## src/rtl/lrs_regs.svh

```systemverilog
// Offsets, field positions, codes and reset values of the loop register access sequencer
`ifndef LRS_REGS_SVH
`define LRS_REGS_SVH

// ****************************************
// Avalon byte offsets
// ****************************************
`define LRS_CTRL_OFS 8'h00
`define LRS_STAT_OFS 8'h04
`define LRS_CREG_BASE 8'h40
`define LRS_CHAR_BASE 8'h80
`define LRS_BANK_MASK 8'hc0

// ****************************************
// Field positions
// ****************************************
`define LRS_CTRL_ADDR_LSB 0
`define LRS_CTRL_LOCAL_BIT 8
`define LRS_STAT_LISTEN_BIT 0
`define LRS_STAT_TALK_BIT 1
`define LRS_STAT_BANK_BIT 2
`define LRS_STAT_STATE_LSB 4
`define LRS_STAT_PTR_LSB 8

// ****************************************
// Reset values
// ****************************************
`define LRS_LOOP_ADDR_RST 5'h00
`define LRS_LOCAL_RST 1'b1
`define LRS_BIT_RATE_IDX 7
`define LRS_BIT_RATE_RST 4'he

// ****************************************
// Loop message codes on the decoded message port
// ****************************************
`define LRS_MSG_DATA 4'h0
`define LRS_MSG_LISTEN 4'h1
`define LRS_MSG_TALK 4'h2
`define LRS_MSG_UNLISTEN 4'h3
`define LRS_MSG_UNTALK 4'h4
`define LRS_MSG_DDL 4'h5
`define LRS_MSG_DDT 4'h6
`define LRS_MSG_SEND_DATA 4'h7
`define LRS_MSG_EOT_OK 4'h8

// Device-dependent message numbers selecting a bank
`define LRS_DD_CTRL 8'h00
`define LRS_DD_CHAR 8'h02

// Upper nibble placed above a control value on readback
`define LRS_RB_UPPER 4'h3

`endif

```

## src/rtl/lrs_pkg.sv

```systemverilog
// Types shared by the loop register access sequencer
package lrs_pkg;

   typedef enum logic [2:0] {
      LRS_IDLE,
      LRS_WRITE,
      LRS_RD_WAIT,
      LRS_RD_LOAD,
      LRS_RD_SEND,
      LRS_RD_EOT
   } lrs_state_t;

   typedef struct packed {
      lrs_state_t st;
      logic listen;
      logic talk;
      logic bank_char;
      logic [3:0] ptr;
      logic tx_valid;
      logic tx_eot;
      logic [7:0] tx_data;
      logic ack;
      logic lwr_prev;
      logic [31:0] rdata;
      logic [4:0] loop_addr;
      logic local_mode;
   } lrs_seq_t;

   typedef struct packed {
      logic [3:0] ptr_unused;
   } lrs_dummy_t;

endpackage

```

## src/rtl/lrs_bank.sv

```systemverilog
// Register bank of N entries of W bits with one write port and all contents visible
module lrs_bank
   import lrs_pkg::*;
#(
   parameter int N = 14,
   parameter int W = 4,
   parameter logic [N*W-1:0] INIT = '0
) (
   input wire logic clk,
   input wire logic rstn,
   input wire logic wr_en,
   input wire logic [3:0] wr_idx,
   input wire logic [W-1:0] wr_data,
   output logic [N*W-1:0] contents
);

   // ****************************************
   // Storage
   // ****************************************
   typedef struct packed {
      logic [N-1:0][W-1:0] mem;
   } lrs_bank_t;

   lrs_bank_t bank_r;
   lrs_bank_t bank_nxt;

   // Refused at elaboration: a 4-bit index cannot reach past sixteen entries
   if (N < 1 || N > 16 || W < 1) begin : g_param_chk
      $error("lrs_bank: N must be 1..16 and W at least 1");
   end

   // Index past the end is dropped rather than wrapping
   always_comb begin
      bank_nxt = bank_r;
      if (wr_en && 32'(wr_idx) < N) begin
         bank_nxt.mem[wr_idx] = wr_data;
      end
   end

   always_ff @(posedge clk or negedge rstn) begin
      if (!rstn) begin
         bank_r <= INIT;
      end else begin
         bank_r <= bank_nxt;
      end
   end

   assign contents = bank_r;

endmodule

```

## src/rtl/lrs_seq.sv

```systemverilog
// Loop register access sequencer: loop message sequencing, two register banks, Avalon slave
`include "lrs_regs.svh"

module lrs_seq
   import lrs_pkg::*;
#(
   parameter int CTRL_COUNT = 14,
   parameter int CHAR_COUNT = 12
) (
   input wire logic REF_CLK_IN,
   input wire logic RSTN_IN,
   input wire logic MSG_VALID_IN,
   input wire logic [3:0] MSG_KIND_IN,
   input wire logic [7:0] MSG_ARG_IN,
   output logic TX_VALID_OUT,
   output logic TX_EOT_OUT,
   output logic [7:0] TX_DATA_OUT,
   input wire logic TX_READY_IN,
   input wire logic [7:0] AVS_ADDRESS_IN,
   input wire logic AVS_READ_IN,
   input wire logic AVS_WRITE_IN,
   input wire logic [31:0] AVS_WRITEDATA_IN,
   input wire logic [3:0] AVS_BYTEENABLE_IN,
   output logic [31:0] AVS_READDATA_OUT,
   output logic AVS_WAITREQUEST_OUT,
   output logic LISTENER_OUT,
   output logic TALKER_OUT
);

   // ****************************************
   // Declarations
   // ****************************************
   localparam logic [CTRL_COUNT*4-1:0] CTRL_INIT =
      (CTRL_COUNT*4)'(`LRS_BIT_RATE_RST) << (`LRS_BIT_RATE_IDX * 4);

   lrs_seq_t s_r;
   lrs_seq_t s_nxt;
   logic [CTRL_COUNT*4-1:0] ctrl_bits;
   logic [CHAR_COUNT*8-1:0] char_bits;
   logic [CTRL_COUNT-1:0][3:0] ctrl_arr;
   logic [CHAR_COUNT-1:0][7:0] char_arr;
   logic loop_wr;
   logic [7:0] loop_wr_data;
   logic bus_req;
   logic grant;
   logic bus_wr;
   logic [5:0] bus_idx;
   logic bus_in_ctrl;
   logic bus_in_char;
   logic wr_en_ctrl;
   logic wr_en_char;
   logic [3:0] wr_idx;
   logic [7:0] wr_data;
   logic [3:0] last_idx;
   logic [7:0] cur_val;

   // Refused at elaboration: the 4-bit pointer must step past the last register so extras drop
   if (CTRL_COUNT < 1 || CTRL_COUNT > 15 || CHAR_COUNT < 1 || CHAR_COUNT > 15) begin : g_param_chk
      $error("lrs_seq: bank sizes must be 1..15");
   end

   assign ctrl_arr = ctrl_bits;
   assign char_arr = char_bits;

   // ****************************************
   // Bus decode
   // ****************************************
   // A loop write owns the bank write port; the bus waits that cycle and the next rather than lose it
   assign bus_req = AVS_READ_IN | AVS_WRITE_IN;
   assign grant = s_r.ack & ~loop_wr & ~s_r.lwr_prev;
   assign bus_wr = AVS_WRITE_IN & grant;
   assign bus_idx = AVS_ADDRESS_IN[7:2] & 6'h0f;
   assign bus_in_ctrl = (AVS_ADDRESS_IN & `LRS_BANK_MASK) == `LRS_CREG_BASE
                        && 32'(bus_idx) < CTRL_COUNT;
   assign bus_in_char = (AVS_ADDRESS_IN & `LRS_BANK_MASK) == `LRS_CHAR_BASE
                        && 32'(bus_idx) < CHAR_COUNT;

   // Current register for the sequence and the last valid index of its bank
   assign last_idx = s_r.bank_char ? 4'(CHAR_COUNT - 1) : 4'(CTRL_COUNT - 1);
   assign cur_val = s_r.bank_char ? char_arr[s_r.ptr] : {`LRS_RB_UPPER, ctrl_arr[s_r.ptr]};

   // Loop write: a data byte while listening in a write sequence, local mode only
   assign loop_wr = MSG_VALID_IN && MSG_KIND_IN == `LRS_MSG_DATA && s_r.st == LRS_WRITE
                    && s_r.listen && s_r.local_mode && s_r.ptr <= last_idx;
   assign loop_wr_data = MSG_ARG_IN;

   // Shared write port of both banks
   always_comb begin
      wr_en_ctrl = 1'b0;
      wr_en_char = 1'b0;
      wr_idx = s_r.ptr;
      wr_data = loop_wr_data;
      if (loop_wr) begin
         wr_en_ctrl = ~s_r.bank_char;
         wr_en_char = s_r.bank_char;
      end else if (bus_wr && AVS_BYTEENABLE_IN[0]) begin
         wr_en_ctrl = bus_in_ctrl;
         wr_en_char = bus_in_char;
         wr_idx = bus_idx[3:0];
         wr_data = AVS_WRITEDATA_IN[7:0];
      end
   end

   // ****************************************
   // Register banks
   // ****************************************
   lrs_bank #(
      .N(CTRL_COUNT),
      .W(4),
      .INIT(CTRL_INIT)
   ) u_ctrl_bank (
      .clk(REF_CLK_IN),
      .rstn(RSTN_IN),
      .wr_en(wr_en_ctrl),
      .wr_idx(wr_idx),
      .wr_data(wr_data[3:0]),
      .contents(ctrl_bits)
   );

   lrs_bank #(
      .N(CHAR_COUNT),
      .W(8),
      .INIT('0)
   ) u_char_bank (
      .clk(REF_CLK_IN),
      .rstn(RSTN_IN),
      .wr_en(wr_en_char),
      .wr_idx(wr_idx),
      .wr_data(wr_data),
      .contents(char_bits)
   );

   // ****************************************
   // Sequencer and bus next state
   // ****************************************
   always_comb begin
      s_nxt = s_r;
      s_nxt.lwr_prev = loop_wr;

      // Loop addressing, acted on in any mode
      if (MSG_VALID_IN) begin
         unique case (MSG_KIND_IN)
            `LRS_MSG_LISTEN: begin
               if (MSG_ARG_IN[4:0] == s_r.loop_addr) begin
                  s_nxt.listen = 1'b1;
               end
            end
            `LRS_MSG_UNLISTEN: begin
               s_nxt.listen = 1'b0;
               if (s_r.st == LRS_WRITE) begin
                  s_nxt.st = LRS_IDLE;
               end
            end
            `LRS_MSG_TALK: begin
               // Another device's talk address removes this one as talker
               s_nxt.talk = MSG_ARG_IN[4:0] == s_r.loop_addr;
               if (MSG_ARG_IN[4:0] != s_r.loop_addr) begin
                  s_nxt.st = LRS_IDLE;
                  s_nxt.tx_valid = 1'b0;
               end
            end
            `LRS_MSG_UNTALK: begin
               s_nxt.talk = 1'b0;
               if (s_r.st != LRS_WRITE) begin
                  s_nxt.st = LRS_IDLE;
                  s_nxt.tx_valid = 1'b0;
               end
            end
            `LRS_MSG_DDL: begin
               if (s_r.listen && s_r.local_mode) begin
                  s_nxt.ptr = 4'h0;
                  s_nxt.tx_valid = 1'b0;
                  if (MSG_ARG_IN == `LRS_DD_CTRL || MSG_ARG_IN == `LRS_DD_CHAR) begin
                     s_nxt.st = LRS_WRITE;
                     s_nxt.bank_char = MSG_ARG_IN == `LRS_DD_CHAR;
                  end else begin
                     s_nxt.st = LRS_IDLE;
                  end
               end
            end
            `LRS_MSG_DDT: begin
               if (s_r.talk && s_r.local_mode) begin
                  s_nxt.ptr = 4'h0;
                  s_nxt.tx_valid = 1'b0;
                  if (MSG_ARG_IN == `LRS_DD_CTRL || MSG_ARG_IN == `LRS_DD_CHAR) begin
                     s_nxt.st = LRS_RD_WAIT;
                     s_nxt.bank_char = MSG_ARG_IN == `LRS_DD_CHAR;
                  end else begin
                     s_nxt.st = LRS_IDLE;
                  end
               end
            end
            `LRS_MSG_SEND_DATA: begin
               if (s_r.st == LRS_RD_WAIT && s_r.talk && s_r.local_mode) begin
                  s_nxt.st = LRS_RD_LOAD;
               end
            end
            `LRS_MSG_EOT_OK: begin
               if (s_r.st == LRS_WRITE) begin
                  s_nxt.st = LRS_IDLE;
               end
            end
            `LRS_MSG_DATA: begin
               if (loop_wr) begin
                  s_nxt.ptr = s_r.ptr + 4'h1;
               end
            end
            default: begin
            end
         endcase
      end

      // Readback: load a value, offer it, step on acceptance, then End-OK
      if (s_nxt.st == s_r.st && s_r.talk) begin
         unique case (s_r.st)
            LRS_RD_LOAD: begin
               s_nxt.tx_data = cur_val;
               s_nxt.tx_eot = 1'b0;
               s_nxt.tx_valid = 1'b1;
               s_nxt.st = LRS_RD_SEND;
            end
            LRS_RD_SEND: begin
               if (TX_READY_IN) begin
                  s_nxt.tx_valid = 1'b0;
                  if (s_r.ptr == last_idx) begin
                     s_nxt.st = LRS_RD_EOT;
                     s_nxt.tx_eot = 1'b1;
                     s_nxt.tx_data = 8'h00;
                     s_nxt.tx_valid = 1'b1;
                  end else begin
                     s_nxt.ptr = s_r.ptr + 4'h1;
                     s_nxt.st = LRS_RD_LOAD;
                  end
               end
            end
            LRS_RD_EOT: begin
               if (TX_READY_IN) begin
                  s_nxt.tx_valid = 1'b0;
                  s_nxt.tx_eot = 1'b0;
                  s_nxt.st = LRS_IDLE;
               end
            end
            default: begin
            end
         endcase
      end

      // Leaving local mode abandons any device-dependent sequence
      if (!s_r.local_mode && s_r.st != LRS_IDLE) begin
         s_nxt.st = LRS_IDLE;
         s_nxt.tx_valid = 1'b0;
         s_nxt.tx_eot = 1'b0;
      end

      // An aborted End-OK offer must not leave the mark standing without valid
      if (!s_nxt.tx_valid) begin
         s_nxt.tx_eot = 1'b0;
      end

      // Bus: waitrequest low one cycle after the request at the earliest
      s_nxt.ack = bus_req & ~grant;
      s_nxt.rdata = 32'h0;
      if (AVS_ADDRESS_IN == `LRS_CTRL_OFS) begin
         s_nxt.rdata[`LRS_CTRL_ADDR_LSB +: 5] = s_r.loop_addr;
         s_nxt.rdata[`LRS_CTRL_LOCAL_BIT] = s_r.local_mode;
      end else if (AVS_ADDRESS_IN == `LRS_STAT_OFS) begin
         s_nxt.rdata[`LRS_STAT_LISTEN_BIT] = s_r.listen;
         s_nxt.rdata[`LRS_STAT_TALK_BIT] = s_r.talk;
         s_nxt.rdata[`LRS_STAT_BANK_BIT] = s_r.bank_char;
         s_nxt.rdata[`LRS_STAT_STATE_LSB +: 3] = s_r.st;
         s_nxt.rdata[`LRS_STAT_PTR_LSB +: 4] = s_r.ptr;
      end else if (bus_in_ctrl) begin
         s_nxt.rdata[3:0] = ctrl_arr[bus_idx[3:0]];
      end else if (bus_in_char) begin
         s_nxt.rdata[7:0] = char_arr[bus_idx[3:0]];
      end
      if (bus_wr && AVS_ADDRESS_IN == `LRS_CTRL_OFS) begin
         if (AVS_BYTEENABLE_IN[0]) begin
            s_nxt.loop_addr = AVS_WRITEDATA_IN[`LRS_CTRL_ADDR_LSB +: 5];
         end
         if (AVS_BYTEENABLE_IN[1]) begin
            s_nxt.local_mode = AVS_WRITEDATA_IN[`LRS_CTRL_LOCAL_BIT];
         end
      end
   end

   // ****************************************
   // State register
   // ****************************************
   always_ff @(posedge REF_CLK_IN or negedge RSTN_IN) begin
      if (!RSTN_IN) begin
         s_r <= '{st: LRS_IDLE, listen: 1'b0, talk: 1'b0, bank_char: 1'b0, ptr: 4'h0,
                  tx_valid: 1'b0, tx_eot: 1'b0, tx_data: 8'h00, ack: 1'b0, lwr_prev: 1'b0,
                  rdata: 32'h0, loop_addr: `LRS_LOOP_ADDR_RST, local_mode: `LRS_LOCAL_RST};
      end else begin
         s_r <= s_nxt;
      end
   end

   // Outputs
   assign TX_VALID_OUT = s_r.tx_valid;
   assign TX_EOT_OUT = s_r.tx_eot;
   assign TX_DATA_OUT = s_r.tx_data;
   assign AVS_READDATA_OUT = s_r.rdata;
   assign AVS_WAITREQUEST_OUT = bus_req & ~grant;
   assign LISTENER_OUT = s_r.listen;
   assign TALKER_OUT = s_r.talk;

endmodule

```

## config.mk

```make
export PLATFORM = sky130hd
export DESIGN_NAME = lrs_seq
export DESIGN_NICKNAME = d
export VERILOG_FILES = /design/src/rtl/lrs_pkg.sv /design/src/rtl/lrs_bank.sv /design/src/rtl/lrs_seq.sv
export VERILOG_INCLUDE_DIRS = /design/src /design/src/rtl
export SDC_FILE = /design/constraint.sdc
export NUM_CORES = 1
export LEC_CHECK = 0
export BUFFER_PORTS_ARGS = -buffer_cell sky130_fd_sc_hd__clkbuf_2
export CAP_MARGIN = 0
export CORE_MARGIN = 3
export CORE_UTILIZATION = 44
export CTS_CLUSTER_DIAMETER = 150
export CTS_CLUSTER_SIZE = 14
export DETAILED_ROUTE_END_ITERATION = 10
export SETUP_SLACK_MARGIN = 0.15
export SLEW_MARGIN = 25
export SYNTH_ARGS = -nofsm -noshare
export SYNTH_HDL_FRONTEND = slang
export SYNTH_HIERARCHICAL = 1
export SYNTH_SLANG_ARGS = --single-unit
export TNS_END_PERCENT = 100
```

## constraint.sdc

```tcl
create_clock -name REF_CLK_IN -period 3.65 [get_ports REF_CLK_IN]
set_input_delay 0.1825 -clock REF_CLK_IN [delete_from_list [all_inputs] [get_ports REF_CLK_IN]]
set_output_delay 0.1825 -clock REF_CLK_IN [all_outputs]
set_load 0.02 [all_outputs]
```

==> results.py <==
metrics = {
    "die": {
        "core.rowCount": 57,
        "core_area_mm2": 0.02460,
        "die_h_um": 165.1,
        "start_util": 0.4529,
        "dieArea_mm2": 0.02727,
        "die_w_um": 165.1,
        "io_pins": 107,
    },
    "drt": {
        "wl_um": 27500,
        "wl_per_cell_um": 22.41,
        "vias": 7209,
        "drt_iter0_markers": 622,
        "dr.pass1.iters": 5,
        "via_per_inst": 5.875,
        "postRouteAntennaNets": 0,
        "drc_errors": 0,
    },
    "synthesis": {
        "synth-seq-cells": 192,
        "yosysSeqAreaShare": 0.4316,
        "yosysWarnings": 6,
        "synthesis.area_mm2": 0.01114,
        "ys_top_cells_by_area": "dfrtp_1, mux2_2, mux4_2",
        "ys.flop_type": "dfrtp_1",
        "synth.distinct_cells": 69,
        "synth_most_common_cell": "dfrtp_1",
        "avgSynthCellArea_um2": 13.11,
        "synth-edff-count": 0,
        "syn_inst": 850,
        "synth_commonest_cells": "dfrtp_1, mux2_2, mux4_2",
        "synth_area_leader_cell": "dfrtp_1",
        "synthArstFlopShare": 1.000,
        "synth_top_area_frac": 0.4222,
    },
    "final_layout": {
        "num-fill-cells": 2155,
        "nets": 955,
        "final_cell_area_mm2": 0.01228,
        "area_growth_pct": 10.22,
        "antenna_cells": 0,
        "final_layout_size_suffix_gt1_frac": 0.4551,
    },
    "placement": {
        "gp_congestion": 0.8398,
        "portBuffers": 61,
        "placedInstanceArea_mm2": 0.01159,
        "detailed_place_hpwl_um": 18840,
    },
    "clock_network": {
        "clk_latency_ns": 0.44,
        "clkSinkCount": 192,
        "cts_max_path_buffers": 2,
        "h-tree-depth": 4,
        "cts.clk_slew.worst_paths_ns": 0.07,
        "tritoncts": "built",
        "root_buffer": "clkbuf_16",
        "cts_made_buffers": 17,
    },
    "global_route": {
        "first_global_vias": 7208,
        "grt_pass1_wl_um": 43080,
        "overflow": 0,
        "antenna_found_initial": 0,
        "grt_max_degree": 113,
        "grt_use_total": 0.2103,
    },
    "critical_path": {
        "cpPeakStageDelay_ns": 0.44,
        "crit_chain": "clkinv_1 -> ha_1 -> nand4_1 -> nand3_1 -> nand3_1 -> and3_1 -> nand2_4 -> mux2_2 -> nor3b_2 -> nand3b_1 -> mux2_2",
        "crit_slowest_cell": "mux2_2",
        "rrSetupSlack_ns": 0.34,
        "worstSetupStartpointType": "flop",
        "critical_path_buf_inv_count": 1,
        "crit_path_end_kind": "flop",
        "worst-setup-path-type": "flop to flop",
        "crit_family": "simple AND/OR/NAND/NOR gates",
        "critPathArrivalTime_ns": 3.64,
        "cp_max_fo": 10,
        "cp.required_ns": 3.97,
    },
    "sta": {
        "tightest_slew_ns": 0.9180,
        "fin_worst_skew_ns": 0.009058,
        "finalSetupViolCount": 0,
        "slew_headroom": 0.3880,
        "period_minus_slack_ns": 3.313,
        "finalCritPeriodShare": 0.9077,
        "clock.fmax_mhz": 301.8,
        "rsz0062_at_grt": "no",
        "slew_violations": 0,
        "hold_viol_final": 0,
        "tns_ns": 0,
    },
    "pwr": {
        "peakVddDrop_mv": 0.3108,
        "p_leak_nw": 5.617,
        "p_per_area_mw_per_mm2": 396.7,
    },
    "worst_hold_path": {
        "hold_path_class": "input pin to flop",
    },
    "run": {
        "cap_viol_max_count": 0,
    },
    "outcome": {
        "status": "completed",
    },
}
==> stage by stage <==
step | power [mW] | utilization | worst slack, ns | instances | hold slack [ns]
5_1_grt | 5.064 | 0.4992 | 0.1832 | 1227 | 0.02001
4_1_cts | 4.893 | 0.4968 | 0.09819 | 1226 | 0.003409
3_3_place_gp | 3.012 | 0.4709 | 0.1686 | 1188 | 0.3728
6_report | 4.872 | 0.4992 | 0.3367 | 1227 | 0.02101
2_1_floorplan | 2.805 | - | 0.2556 | 869 | -0.1131
3_5_place_dp | 3.025 | 0.4709 | 0.1372 | 1188 | 0.3786
==> cell type report <==
type                            count  area (um2)  area share
Inverter                           15       56.30    0.004584
Sequential cell                   192        4813      0.3919
Tap cell                          324       405.4     0.03301
Clock inverter                     14       147.6     0.01202
Multi-Input combinational cell    567        5828      0.4745
Clock buffer                       18       429.2     0.03494
Timing Repair Buffer               97       601.8     0.04900
==> worst reg2reg max path, cell delays in order, from the launching register on <==
cell	delay, ns
dfrtp_2	0.41
clkinv_1	0.09
ha_1	0.28
nand4_1	0.11
nand3_1	0.16
nand3_1	0.14
and3_1	0.25
nand2_4	0.18
mux2_2	0.45
nor3b_2	0.39
nand3b_1	0.36
mux2_2	0.38
==> layer usage <==
| metal | track usage | wire length (um) | up-vias |
|---|---|---|---|
| met1 | 0.3003 | 12800 | 3762 |
| met3 | 0.02893 | 1069 | 44 |
| met4 | 0.07396 | 697 | 0 |
| met5 | 0 | 0 | - |
| li1 | - | - | 3224 |
| met2 | 0.3308 | 12930 | 179 |
==> power breakdown <==
group | internal (mW) | switching (mW)
logic | 0.310 | 0.397
clock network | 0.969 | 0.904
registers | 2.22 | 0.0716
==> sequential cells by signal (all words and copies together) (netlist names) <==
signal	cells
u_char_bank/contents	96
u_ctrl_bank/contents	56
s_r	16
AVS_READDATA_OUT	12
TX_DATA_OUT	8
LISTENER_OUT	1
TALKER_OUT	1
TX_EOT_OUT	1
TX_VALID_OUT	1
==> layout by cell type (no fill, tap or decap), drive strengths merged, types with 3 or more instances in the layout <==
master         n
clkbuf        78
a21oi         30
nand4          3
nand2b        10
o31ai          4
and2           4
o22ai         10
dfstp          4
nor3          15
inv           21
mux2i         21
conb          20
and3b          4
mux4          76
o21ai         22
nor2b          7
clkinv         5
buf           31
nand3b         9
nand2         22
mux2         186
nand3         16
a31oi          4
ha             3
and3           8
nor4           6
dfrtp        188
a221o          4
or3            7
nor2          42
dlygate4sd3    6
xnor2          6
a21o           4
==> final timing paths <==
check,start,endpoint,cells after the start
worst min register to register,TX_DATA_OUT[4],TX_DATA_OUT[4],1
max in group asynchronous,RSTN_IN,u_ctrl_bank/contents[29],3
worst max register to register,s_r[54],u_ctrl_bank/contents[35],11
worst max-delay path,s_r[54],u_ctrl_bank/contents[35],11
min in group asynchronous,RSTN_IN,TX_EOT_OUT,2
worst min-delay path,AVS_WRITEDATA_IN[1],s_r[2],2
==> kinds of logic (layout without fill, tap and decap cells) <==
logic type,after synthesis,in the layout,synth area share
muxes,283,283,0.3631
buffers and inverters,110,144,0.05693
other,1,20,0.0003365
AOI/OAI and AO/OA,95,95,0.05637
DFF,192,192,0.4316
and+or+nand+nor,160,160,0.08354
adders and majority gates,3,3,0.003369
xor gates and xnor gates,6,6,0.004716
==> timing repair <==
item                       CTS  global route
buffers inserted             0             1
gates cloned                 0             0
pin swaps                    0             1
hold buffers                 6             0
hold endpoints to repair   113             0
setup endpoints to repair   32           146
resized for setup            0            13
Note: power is estimated with default switching activity, not from simulation.
